## config.mk

```make
export PLATFORM = sky130hd
export DESIGN_NAME = xpc_control_port
export DESIGN_NICKNAME = d
export VERILOG_FILES = /design/src/verilog/xpc_control_port.v
export VERILOG_INCLUDE_DIRS = /design/src /design/src/verilog
export SDC_FILE = /design/constraint.sdc
export NUM_CORES = 1
export LEC_CHECK = 0
export BUFFER_PORTS_ARGS = -buffer_cell sky130_fd_sc_hd__buf_2
export CAP_MARGIN = 25
export CELL_PAD_IN_SITES_DETAIL_PLACEMENT = 1
export CELL_PAD_IN_SITES_GLOBAL_PLACEMENT = 1
export CORE_ASPECT_RATIO = 0.75
export CORE_MARGIN = 8
export CORE_UTILIZATION = 30
export DETAILED_ROUTE_END_ITERATION = 10
export PLACE_DENSITY_LB_ADDON = 0.05
export SLEW_MARGIN = 20
export SYNTH_ARGS = -nofsm -noshare
export SYNTH_HDL_FRONTEND = slang
export SYNTH_SLANG_ARGS = --single-unit
```

## constraint.sdc

```tcl
create_clock -name core_clk -period 2.1 [get_ports core_clk]
set_input_delay 0.21 -clock core_clk [delete_from_list [all_inputs] [get_ports core_clk]]
set_output_delay 0.21 -clock core_clk [all_outputs]
set_load 0.02 [all_outputs]
```

## src/verilog/xpc_regs.vh

```
// Purpose: constants for the crosspoint switch control port
// Assumes: one 100 MHz core clock, strobes sampled as pins
// Notes: codes are 4-bit routing codes per output
//
// What this block does
// - D3 high: address plus three-bit control code
// - D3 low: low bits pick input channel
// - write rising edge loads first rank; enable and latch codes act at once
// - latch rising edge copies all entries together
// - parallel routing or ground word changes exactly one entry
// - parallel codes route, ground, enable, latch
// - chip enables gate write; level latch option
// - serial shifts 32 bits; bad codes inhibit latch
// - power-up disables buffers, routing cleared to zero
`ifndef XPC_REGS_VH
`define XPC_REGS_VH
`define XPC_NUM_OUT 8
`define XPC_CODE_W 4
`define XPC_CHAIN_W 32
`define XPC_CODE_GND 4'h8
`define XPC_CODE_SER_ON 4'h9
`define XPC_CODE_SER_OFF 4'ha
`define XPC_CODE_ONE_OFF 4'hb
`define XPC_CODE_ONE_ON 4'hc
`define XPC_CODE_ALL_OFF 4'hd
`define XPC_CODE_ALL_ON 4'he
`define XPC_CODE_SW_LATCH 4'hf
`define XPC_CODE_RESET 4'h8
// idle pin levels: edge latch, strobes high, chip enabled
`define XPC_PIN_IDLE 13'h100e
`endif

```

## src/verilog/xpc_control_port.v

```verilog
// Purpose: digital control port of an 8x8 crosspoint switch
// Assumes: write, latch and data pins are asynchronous to core_clk
// Notes: strobe edges are detected after two-flop synchronisers
`timescale 1ns/10ps
`include "xpc_regs.vh"
module xpc_control_port
(
    input wire core_clk,
    input wire rst_n,
    input wire interfaceModeSelect,
    input wire [2:0] outputBufferSelect,
    input wire [3:0] routingCodeLinesIn,
    input wire writeStrobe_n,
    input wire latchStrobe_n,
    input wire chipEnable,
    input wire chipEnable_n,
    input wire edgeLatchSelect,
    output reg serialDataOut,
    output reg [31:0] routeState,
    output reg [7:0] bufferEnable
);

// ----------------------------------------------------------------
// pin synchronisers
// ----------------------------------------------------------------
// latchStrobe_n is the latch line level: low = latch in level mode
// reset loads the idle pin levels, so release gives no false edge
reg [12:0] sync1_q;
reg [12:0] sync2_q;
wire [12:0] pinsIn;
assign pinsIn = {edgeLatchSelect, interfaceModeSelect, outputBufferSelect,
    routingCodeLinesIn, writeStrobe_n, latchStrobe_n, chipEnable,
    chipEnable_n};
always @(posedge core_clk or negedge rst_n)
begin
    if (!rst_n)
    begin
        sync1_q <= `XPC_PIN_IDLE;
        sync2_q <= `XPC_PIN_IDLE;
    end
    else
    begin
        sync1_q <= pinsIn;
        sync2_q <= sync1_q;
    end
end

// ----------------------------------------------------------------
// pin decode
// ----------------------------------------------------------------
wire edgeSel;
wire serMode;
wire [2:0] addr;
wire [3:0] code;
wire wrLvl;
wire latLvl;
wire chipSel;
assign edgeSel = sync2_q[12];
assign serMode = sync2_q[11];
assign addr = sync2_q[10:8];
assign code = sync2_q[7:4];
assign wrLvl = sync2_q[3];
assign latLvl = sync2_q[2];
assign chipSel = sync2_q[1] & ~sync2_q[0];

// ----------------------------------------------------------------
// strobe edges
// ----------------------------------------------------------------
reg wrPrev_q;
reg latPrev_q;
always @(posedge core_clk or negedge rst_n)
begin
    if (!rst_n)
    begin
        wrPrev_q <= 1'b1;
        latPrev_q <= 1'b1;
    end
    else
    begin
        wrPrev_q <= wrLvl;
        latPrev_q <= latLvl;
    end
end
// enables qualify the strobe edge: raising an enable while the
// strobe is high is not taken as a write
wire wrRise;
wire latRise;
assign wrRise = wrLvl & ~wrPrev_q & chipSel;
assign latRise = latLvl & ~latPrev_q;

// ----------------------------------------------------------------
// parallel word decode
// ----------------------------------------------------------------
reg swLatch;
reg wordLoad;
reg [7:0] enSet;
reg [7:0] enClr;
always @*
begin
    swLatch = 1'b0;
    wordLoad = 1'b0;
    enSet = 8'h00;
    enClr = 8'h00;
    if (wrRise && !serMode)
    begin
        case (code)
            `XPC_CODE_ONE_OFF:
            begin
                enClr[addr] = 1'b1;
            end
            `XPC_CODE_ONE_ON:
            begin
                enSet[addr] = 1'b1;
            end
            `XPC_CODE_ALL_OFF:
            begin
                enClr = 8'hff;
            end
            `XPC_CODE_ALL_ON:
            begin
                enSet = 8'hff;
            end
            `XPC_CODE_SW_LATCH:
            begin
                swLatch = latLvl;
            end
            // serial-only codes do nothing in parallel mode
            `XPC_CODE_SER_ON, `XPC_CODE_SER_OFF:
            begin
                wordLoad = 1'b0;
            end
            // routing and ground codes touch one entry only
            default:
            begin
                wordLoad = 1'b1;
            end
        endcase
    end
end

// ----------------------------------------------------------------
// first rank
// ----------------------------------------------------------------
reg [31:0] rank1_q;
reg [31:0] rank1_d;
integer i;
always @*
begin
    rank1_d = rank1_q;
    if (wrRise && serMode)
    begin
        rank1_d = {code[0], rank1_q[31:1]};
    end
    else if (wordLoad)
    begin
        for (i = 0; i < 8; i = i + 1)
        begin
            if (i == addr)
            begin
                rank1_d[i*4 +: 4] = code;
            end
        end
    end
end
always @(posedge core_clk or negedge rst_n)
begin
    if (!rst_n)
    begin
        rank1_q <= 32'h00000000;
    end
    else
    begin
        rank1_q <= rank1_d;
    end
end

// ----------------------------------------------------------------
// latch control
// ----------------------------------------------------------------
// serial codes above 1010 anywhere in the chain block latching
wire [7:0] badCode;
genvar g;
generate
    for (g = 0; g < 8; g = g + 1)
    begin : gChk
        assign badCode[g] = rank1_q[g*4+3] &
            (rank1_q[g*4 +: 3] > 3'h2);
    end
endgenerate
wire latchInhibit;
wire hwLatch;
wire doLatch;
assign latchInhibit = serMode & (|badCode);
assign hwLatch = edgeSel ? latRise : ~latLvl;
assign doLatch = (hwLatch | swLatch) & ~latchInhibit;

// ----------------------------------------------------------------
// buffer enables
// ----------------------------------------------------------------
// parallel enable codes act at once; serial ones wait for a latch
reg [7:0] bufEn_d;
integer k;
always @*
begin
    bufEn_d = (bufferEnable | enSet) & ~enClr;
    if (doLatch && serMode)
    begin
        for (k = 0; k < 8; k = k + 1)
        begin
            if (rank1_q[k*4 +: 4] == `XPC_CODE_SER_ON)
            begin
                bufEn_d[k] = 1'b1;
            end
            else if (rank1_q[k*4 +: 4] == `XPC_CODE_SER_OFF)
            begin
                bufEn_d[k] = 1'b0;
            end
        end
    end
end

// ----------------------------------------------------------------
// second rank and outputs
// ----------------------------------------------------------------
always @(posedge core_clk or negedge rst_n)
begin
    if (!rst_n)
    begin
        routeState <= 32'h00000000;
        bufferEnable <= 8'h00;
        serialDataOut <= 1'b0;
    end
    else
    begin
        serialDataOut <= rank1_q[0];
        bufferEnable <= bufEn_d;
        if (doLatch)
        begin
            routeState <= rank1_q;
        end
    end
end

endmodule // xpc_control_port

```

==> impl_metrics.env, run 1 <==
export IMPL_multiInputGateArea_um2=1790
export IMPL_cp_arrival_ns=2.39
export IMPL_start_util_pct=30.9
export IMPL_startpoint="rank1_q[8]"
export IMPL_grtUsageMet2_pct=22.5
export IMPL_synth_common_cells="dfrtp_1, a21oi_1, mux2_4, nor2_1, nand2_1"
export IMPL_antenna_found_initial=0
export IMPL_setup_viol=27
export IMPL_rsz0062_at_grt="yes"
export IMPL_syn_area_um2=4510
export IMPL_die_w_um=158
export IMPL_synth_top_area_cell="dfrtp_1"
export IMPL_slew_viol_final=0
export IMPL_path_class="register to register"
export IMPL_crit_required_ns=2.34
export IMPL_ioPinCount=56
export IMPL_synth_area_per_cell_um2=11.8
export IMPL_finalNetCount=519
export IMPL_die_height_um=122
export IMPL_area_delta_synth_final_pct=29.4
export IMPL_crit_path_start_kind="register"
export IMPL_cts_buffers=9
export IMPL_skew_ns=0.00717
export IMPL_totalWireLength_um=13400
export IMPL_syn_inst=383
export IMPL_insertion_delay_ns=0.35
export IMPL_drt_iter0_markers=151
export IMPL_gp_congestion=0.805
export IMPL_grt_pass1_wl_um=21900
export IMPL_status="complete, but fails checks"
export IMPL_drt_pass1_iterations=4
export IMPL_synth_edf_count=0
export IMPL_ys_flop_type="dfrtp_1"
export IMPL_grt_max_degree=51
export IMPL_ys_warn_count=0
export IMPL_finalHoldViolCount=0
export IMPL_core_area_um2=14600
export IMPL_holdWs_ns=0.331
export IMPL_layout_drive_gt1_share_pct=36.1
export IMPL_dp_hpwl_um=9590
export IMPL_r2r_start="rank1_q[8]"
export IMPL_final_seq_area_um2=2540
export IMPL_critPathCaptureType="register"
export IMPL_hold_path_class="input pin to async pin"
export IMPL_vias=3518
export IMPL_r2r_slack_ns=-0.05
export IMPL_tightest_slew_ns=0.488
export IMPL_top_usage_layer="met2"
export IMPL_yosysTopAreaCellShare_pct=50.5
export IMPL_power_leakage_nw=2.68
export IMPL_clk_path_buf_depth=2
export IMPL_failed_checks="setup timing"
export IMPL_first_global_vias=3890
export IMPL_ys_seq_elements=101
export IMPL_async_flop_share_pct=100
export IMPL_syn_num_nets=398
export IMPL_overflow=0
export IMPL_grt_total_usage_pct=14.8
export IMPL_cts_tree="yes"
export IMPL_peakVddDrop_v=0.000523
export IMPL_min_period_ns=2.15
export IMPL_fin_ws_ns=-0.0535
export IMPL_htreeDepth=3
export IMPL_power_density_nw_per_um2=1140
export IMPL_avgRoutedWirePerCell_um=18.9
export IMPL_synth_area_leaders="dfrtp_1, mux2_4, a21oi_1"
export IMPL_yosysMostFrequentCell="dfrtp_1"
export IMPL_cts_root_buf="clkbuf_16"
export IMPL_max_freq_mhz=464
export IMPL_grtUsageMet3_pct=3.36
export IMPL_portBuffers=55
export IMPL_cts_sinks=101
export IMPL_rows=38
export IMPL_post_route_period_util_pct=103
export IMPL_synth_distinct_cells=48
export IMPL_slew_limit_headroom_pct=67.5
export IMPL_use_met1_pct=20.5
export IMPL_ys_seq_area_share_pct=56.4
export IMPL_drc=0
export IMPL_vias_per_cell=4.96
export IMPL_drv_cap=0
export IMPL_drtAntennaViolNets=0
export IMPL_place_ws_ns=-0.141
export IMPL_worstPathMaxFanout=23
export IMPL_fillers=1620
export IMPL_antennaDiodeCount=0
export IMPL_cts_clk_slew_worst_paths_ns=0.07
export IMPL_die_area_um2=19200
[what timing repair did]
action	CTS	global route
hold buffers	14	0
setup buffers	0	1
gates resized for setup	4	4
hold endpoints to repair	33	0
endpoints found under the setup margin	39	38
pin swaps	3	0
[layout by cell type, fill, tap and decap left out, types with 8 or more instances in the layout]
cell / netlist / routed
a211oi_1: 13 / 13
a21o_1: 10 / 10
a21oi_1: 59 / 59
buf_2: 1 / 54
buf_4: 0 / 59
clkbuf_16: 0 / 9
dfrtp_1: 91 / 91
dfstp_2: 10 / 10
dlygate4sd3_1: 0 / 14
inv_1: 15 / 15
mux2_4: 30 / 30
nand2_1: 17 / 17
nand2b_1: 10 / 10
nor2_1: 23 / 22
o21ai_0: 10 / 10
o21ai_1: 8 / 8
[registers in the layout, indices dropped and copies added, names as in the netlist]
signal,cells
bufferEnable,8
latPrev_q,1
rank1_q,32
routeState,32
serialDataOut,1
sync1_q,13
sync2_q,13
wrPrev_q,1
[cell type report]
class	instances	area share [%]
flip-flops and latches	101	43.6
multi-input cells	246	30.8
repair buffers	130	15.5
well taps	200	4.29
clock buffers	10	3.93
inverters	16	1.03
clock inverters	6	0.923
[metrics by stage]
step                instance area, um2  TNS [ns]  power [mW]  util, %  cells
global placement                  5380     -3.30        4.99     36.9    678
floorplan                         4510         0        4.06        -    383
finish                            5830     -1.05        6.62     40.0    709
global route                      5830     -2.91        7.04     40.0    709
CTS                               5820    -0.230        6.74     39.9    708
detailed placement                5380     -4.67        5.04     36.9    678
[worst max-delay path, cell delays in order (launching register included)]
cell and delay, ns:
dfrtp_1 0.38, a21o_1 0.19, a22oi_2 0.28, nand4_1 0.26, a211o_4 0.42, buf_12 0.19, mux2_4 0.31
[report_power, final]
part / internal (mW) / switching (mW)
Combinational: 1.09 / 1.18
Sequential: 2.44 / 0.300
Clock: 0.826 / 0.779
[final timing paths]
kind                                   end  depth (start not counted)
setup / recovery            routeState[21]                          6
hold reg to reg                 sync2_q[9]                          0
setup reg to reg            routeState[21]                          6
hold / removal                  sync1_q[6]                          2
max in group asynchronous  bufferEnable[1]                          3
min in group core_clk           sync2_q[9]                          0
[per-layer routing]
metal	up-vias	share of wire (%)
met5	-	0
met2	74	44
li1	1645	-
met3	17	4.2
met4	0	1.6
met1	1782	50
[cells by family (layout without fill, tap and decap cells)]
| kind of cell | count (synthesis) | after routing | share of synthesized area, % |
|---|---|---|---|
| flops | 101 | 101 | 56.4 |
| mux | 32 | 32 | 10.5 |
| buf+inv | 36 | 162 | 4.28 |
| compound gates | 140 | 140 | 20.1 |
| simple gates | 74 | 74 | 8.80 |
Power figures use the tool's default switching activity.
==> run 2: changes to the inputs <==
Settings changed: PLACE_DENSITY_LB_ADDON 0.05 to 0.1.
==> run 2 against run 1 <==
The flow still finishes with violations (setup timing). Global-route usage fell by 0.56 points. Sequential share of layout area fell by 1.0 points. Via count fell by 0.85%. Power rose by 0.36%. Combinational power rose by 2%. Non-clock buffer count fell by 1. Largest power group unchanged. Critical endpoint is now routeState[23]. Clock-buffer cell count fell by 1. Fmax rose by 0.68%.
==> impl_metrics.env, run 2 (synthesis results as in run 1) <==
export IMPL_fin_area_um2=5970
export IMPL_drt_pass1_iterations=4
export IMPL_die_area_um2=19200
export IMPL_finalHoldViolCount=0
export IMPL_r2r_slack_ns=-0.04
export IMPL_max_freq_mhz=468
export IMPL_path_class="register to register"
export IMPL_dp_cells=678
export IMPL_dpl_cell_area_um2=5380
export IMPL_cts_clk_slew_worst_paths_ns=0.07
export IMPL_clk_path_buf_depth=2
export IMPL_post_route_util_pct=40.9
export IMPL_cts_tree="yes"
export IMPL_min_period_ns=2.14
export IMPL_hold_path_class="input pin to async pin"
export IMPL_drtAntennaViolNets=0
export IMPL_grt_total_usage_pct=14.2
export IMPL_critPathCaptureType="register"
export IMPL_holdWs_ns=0.238
export IMPL_dp_hpwl_um=9270
export IMPL_power_total_mw=6.65
export IMPL_failed_checks="setup timing"
export IMPL_slew_limit_headroom_pct=68.1
export IMPL_die_height_um=122
export IMPL_worstPathMaxFanout=26
export IMPL_rsz0062_at_grt="yes"
export IMPL_area_delta_synth_final_pct=32.6
export IMPL_gp_congestion=0.797
export IMPL_drv_cap=0
export IMPL_insertion_delay_ns=0.36
export IMPL_totalWireLength_um=12900
export IMPL_htreeDepth=3
export IMPL_skew_ns=0.00833
export IMPL_fin_cells=708
export IMPL_finalNetCount=518
export IMPL_start_util_pct=30.9
export IMPL_fin_ws_ns=-0.0389
export IMPL_die_w_um=158
export IMPL_portBuffers=55
export IMPL_crit_path_start_kind="register"
export IMPL_layout_common_cells="dfrtp_1, a21oi_1, buf_4"
export IMPL_vias_per_cell=4.93
export IMPL_cts_sinks=101
export IMPL_cp_arrival_ns=2.38
export IMPL_antenna_found_initial=0
export IMPL_setup_viol=26
export IMPL_peakVddDrop_v=0.000489
export IMPL_crit_required_ns=2.34
export IMPL_grt_pass1_wl_um=20900
export IMPL_first_global_vias=3688
export IMPL_ioPinCount=56
export IMPL_status="complete, but fails checks"
export IMPL_vias=3488
export IMPL_top_regs="rank1_q x32, routeState x32"
export IMPL_antennaDiodeCount=0
export IMPL_tightest_slew_ns=0.478
export IMPL_core_area_um2=14600
export IMPL_drt_iter0_markers=213
export IMPL_power_leakage_nw=2.76
export IMPL_post_route_period_util_pct=102
export IMPL_drc=0
export IMPL_overflow=0
export IMPL_mostFrequentLayoutCell="dfrtp_1"
export IMPL_avgRoutedWirePerCell_um=18.3
export IMPL_rows=38
export IMPL_cts_root_buf="clkbuf_16"
export IMPL_cts_buffers=9
export IMPL_slew_viol_final=0
export IMPL_grt_max_degree=42
export IMPL_layout_drive_gt1_share_pct=38.8
export IMPL_power_density_nw_per_um2=1110
run 2: changes by cell type in the layout (fill, tap and decap cells not counted), sizes merged:
| cell | previous run | this run |
|---|---|---|
| clkinvlp | 1 | 3 |
| inv | 19 | 17 |
| buf | 116 | 115 |
| clkbuf | 10 | 9 |
| clkinv | 2 | 3 |
run 2: cell type report:
cell class	instances	area [um2]
inverters	16	60.1
multi-input cells	246	1930
flip-flops and latches	101	2540
fillers	1600	8620
well taps	200	250
clock inverters	7	60.1
repair buffers	129	906
clock buffers	9	225
run 2: report_power, final:
part / switching [mW] / internal [mW] / total (mW)
Sequential: 0.298 / 2.44 / 2.74
Clock: 0.772 / 0.817 / 1.59
Combinational: 1.22 / 1.09 / 2.32
Total: 2.29 / 4.35 / 6.65
run 2: worst max-delay path, stage by stage (launching register included):
cell	delay, ns
dfrtp_1	0.39
a21o_1	0.21
a22oi_2	0.18
buf_4	0.12
nand4_1	0.19
a211o_4	0.40
buf_12	0.19
mux2_4	0.32
run 2: final timing paths:
path                              endpoint  cells after the start   startpoint
max                         routeState[23]                      7  rank1_q[24]
min                        bufferEnable[7]                      2        rst_n
max reg2reg                 routeState[23]                      7  rank1_q[24]
min reg2reg                     sync2_q[0]                      0   sync1_q[0]
max in group asynchronous       rank1_q[0]                      3        rst_n
min in group core_clk           sync2_q[0]                      0   sync1_q[0]
run 2: what timing repair did:
action / 4_1_cts / 5_1_grt
pin swaps: 2 / 5
endpoints found under the hold margin: 57 / 0
setup buffers: 0 / 0
hold buffers: 14 / 0
setup endpoints to repair: 40 / 51
gates resized for setup: 7 / 26
run 2: per-stage QoR:
step	setup WS [ns]	TNS, ns
after floorplan	0.122	0
after global placement	-0.198	-5.38
after detailed placement	-0.277	-5.71
after CTS	-0.0517	-0.931
after global routing	-0.132	-3.49
final	-0.0389	-0.605
run 2: routing by layer:
| layer | wire length, um | vias to the layer above | global-route usage [%] |
|---|---|---|---|
| met4 | 150 | 0 | 4.03 |
| met5 | 0 | - | 0 |
| met1 | 6470 | 1780 | 19.5 |
| li1 | - | 1637 | - |
| met3 | 528 | 11 | 3.96 |
| met2 | 5770 | 60 | 21.6 |
==> run 3: changes to the inputs <==
Clock period 2.1 ns to 1.77 ns, I/O delays scaled along.
==> run 3 against run 2 <==
The run still ends with setup timing left. Sequential power increased by 18%. Critical path depth unchanged. Die area unchanged. Clock skew increased by 0.0019 ns. Critical path type unchanged. Largest cell class unchanged.
==> impl_metrics.env, run 3 (synthesis results as in run 1) <==
export IMPL_vias=3553
export IMPL_slowest_delay_ns=0.38
export IMPL_setup_viol=40
export IMPL_cts_sinks=101
export IMPL_startpoint="rank1_q[9]"
export IMPL_worstPathCellList="a21o_1 > a22oi_2 > nand4_1 > buf_6 > a211o_4 > buf_12 > mux2_4"
export IMPL_cts_buffers=9
export IMPL_drv_cap=0
export IMPL_dp_hpwl_um=9560
export IMPL_peakVddDrop_v=0.000579
export IMPL_post_route_period_util_pct=119
export IMPL_grt_pass1_wl_um=21600
export IMPL_drtAntennaViolNets=0
export IMPL_crit_required_ns=2.01
export IMPL_slew_viol_final=0
export IMPL_die_height_um=122
export IMPL_slew_limit_headroom_pct=58.4
export IMPL_drc=0
export IMPL_r2r_start="rank1_q[9]"
export IMPL_min_period_ns=2.11
export IMPL_max_freq_mhz=474
export IMPL_antennaDiodeCount=0
export IMPL_finalNetCount=542
export IMPL_dpl_cell_area_um2=5540
export IMPL_drt_pass1_iterations=4
export IMPL_portBuffers=55
export IMPL_top_regs="rank1_q x32, routeState x32"
export IMPL_grt_total_usage_pct=14.5
export IMPL_status="complete, but fails checks"
export IMPL_die_area_um2=19200
export IMPL_rsz0062_at_grt="yes"
export IMPL_skew_ns=0.0103
export IMPL_r2r_slack_ns=-0.34
export IMPL_ioPinCount=56
export IMPL_power_total_mw=8.25
export IMPL_antenna_found_initial=0
export IMPL_cp_arrival_ns=2.35
export IMPL_cts_tree="yes"
export IMPL_avgRoutedWirePerCell_um=18.6
export IMPL_layout_drive_gt1_share_pct=45.7
export IMPL_failed_checks="setup timing"
export IMPL_rows=38
export IMPL_multiInputGateArea_um2=2140
export IMPL_hold_path_class="input pin to async pin"
export IMPL_r2r_cells=7
export IMPL_core_area_um2=14600
export IMPL_path_class="register to register"
export IMPL_place_ws_ns=-0.545
export IMPL_critPathSlowestCell="dfrtp_1"
export IMPL_gp_congestion=0.794
export IMPL_cts_clk_slew_worst_paths_ns=0.07
export IMPL_area_delta_synth_final_pct=42.8
export IMPL_fillers=1599
export IMPL_critPathCaptureType="register"
export IMPL_finalHoldViolCount=0
export IMPL_r2r_end="routeState[30]"
export IMPL_totalWireLength_um=13600
export IMPL_die_w_um=158
export IMPL_worstPathMaxFanout=22
export IMPL_drt_iter0_markers=164
export IMPL_htreeDepth=3
export IMPL_cts_root_buf="clkbuf_16"
export IMPL_clk_path_buf_depth=2
export IMPL_vias_per_cell=4.85
export IMPL_fin_area_um2=6440
export IMPL_power_leakage_nw=2.99
export IMPL_first_global_vias=3773
export IMPL_crit_path_start_kind="register"
export IMPL_tightest_slew_ns=0.622
export IMPL_mostFrequentLayoutCell="dfrtp_1"
export IMPL_layout_common_cells="dfrtp_1, buf_4, a21oi_1"
export IMPL_overflow=0
export IMPL_insertion_delay_ns=0.35
export IMPL_power_density_nw_per_um2=1280
export IMPL_final_seq_area_um2=2540
export IMPL_grt_max_degree=52
export IMPL_fin_ws_ns=-0.338
export IMPL_start_util_pct=30.9
## run 3: cell count changes in the layout (fill, tap and decap cells not counted), sizes merged
cell	change
buf	+24
clkbuf	+2
bufinv	+2
clkinvlp	-1
clkinv	-3
## run 3: final cells by class
type                       count  share of cell area, %
tap                          200                   3.89
clock buffer                  11                   3.62
multi-input combinational    246                   33.2
inverter                      16                  0.933
timing repair buffer         153                   17.6
clock inverter                 5                   1.30
sequential                   101                   39.5
## run 3: stage by stage
stage | utilization (%) | std cells | setup TNS, ns | hold slack (ns)
finish | 44.1 | 732 | -12.46 | 0.213
global route | 44.1 | 732 | -14.19 | 0.230
CTS | 42.4 | 727 | -10.03 | 0.212
detailed placement | 37.9 | 692 | -21.67 | 0.0537
global placement | 37.9 | 692 | -19.84 | 0.0485
floorplan | - | 383 | -5.32 | -0.119
## run 3: report_power, final
group | internal, mW | total, mW | switching (mW)
clock network | 1.25 | 2.13 | 0.886
logic | 1.35 | 2.88 | 1.53
registers | 2.90 | 3.23 | 0.333
total | 5.50 | 8.25 | 2.75
## run 3: worst max path at each step
stage / slack (ns) / to
floorplan: -0.17 / routeState[10]
global placement: -0.53 / bufferEnable[7]
detailed placement: -0.54 / bufferEnable[2]
CTS: -0.29 / routeState[23]
global route: -0.38 / bufferEnable[1]
finish: -0.34 / routeState[30]
## run 3: timing repair
action | 4_1_cts | 5_1_grt
buffers inserted | 6 | 5
setup endpoints to repair | 68 | 61
endpoints found under the hold margin | 66 | 0
gates resized for setup | 40 | 36
hold buffers | 14 | 0
pin swaps | 7 | 13
## run 3: routing by layer
layer | up-vias | global-route usage, % | routed length (um)
met4 | 0 | 3.62 | 136
met5 | - | 0 | 0
met1 | 1790 | 20.5 | 6830
met3 | 12 | 3.68 | 564
met2 | 61 | 21.9 | 6070
li1 | 1690 | - | -
## run 3: critical path, delay by kind of cell (launching register included)
family          cells  cell delay [ns]
buf+inv             2             0.34
simple gates        1             0.17
mux                 1             0.31
flops               1             0.38
compound gates      3             0.79
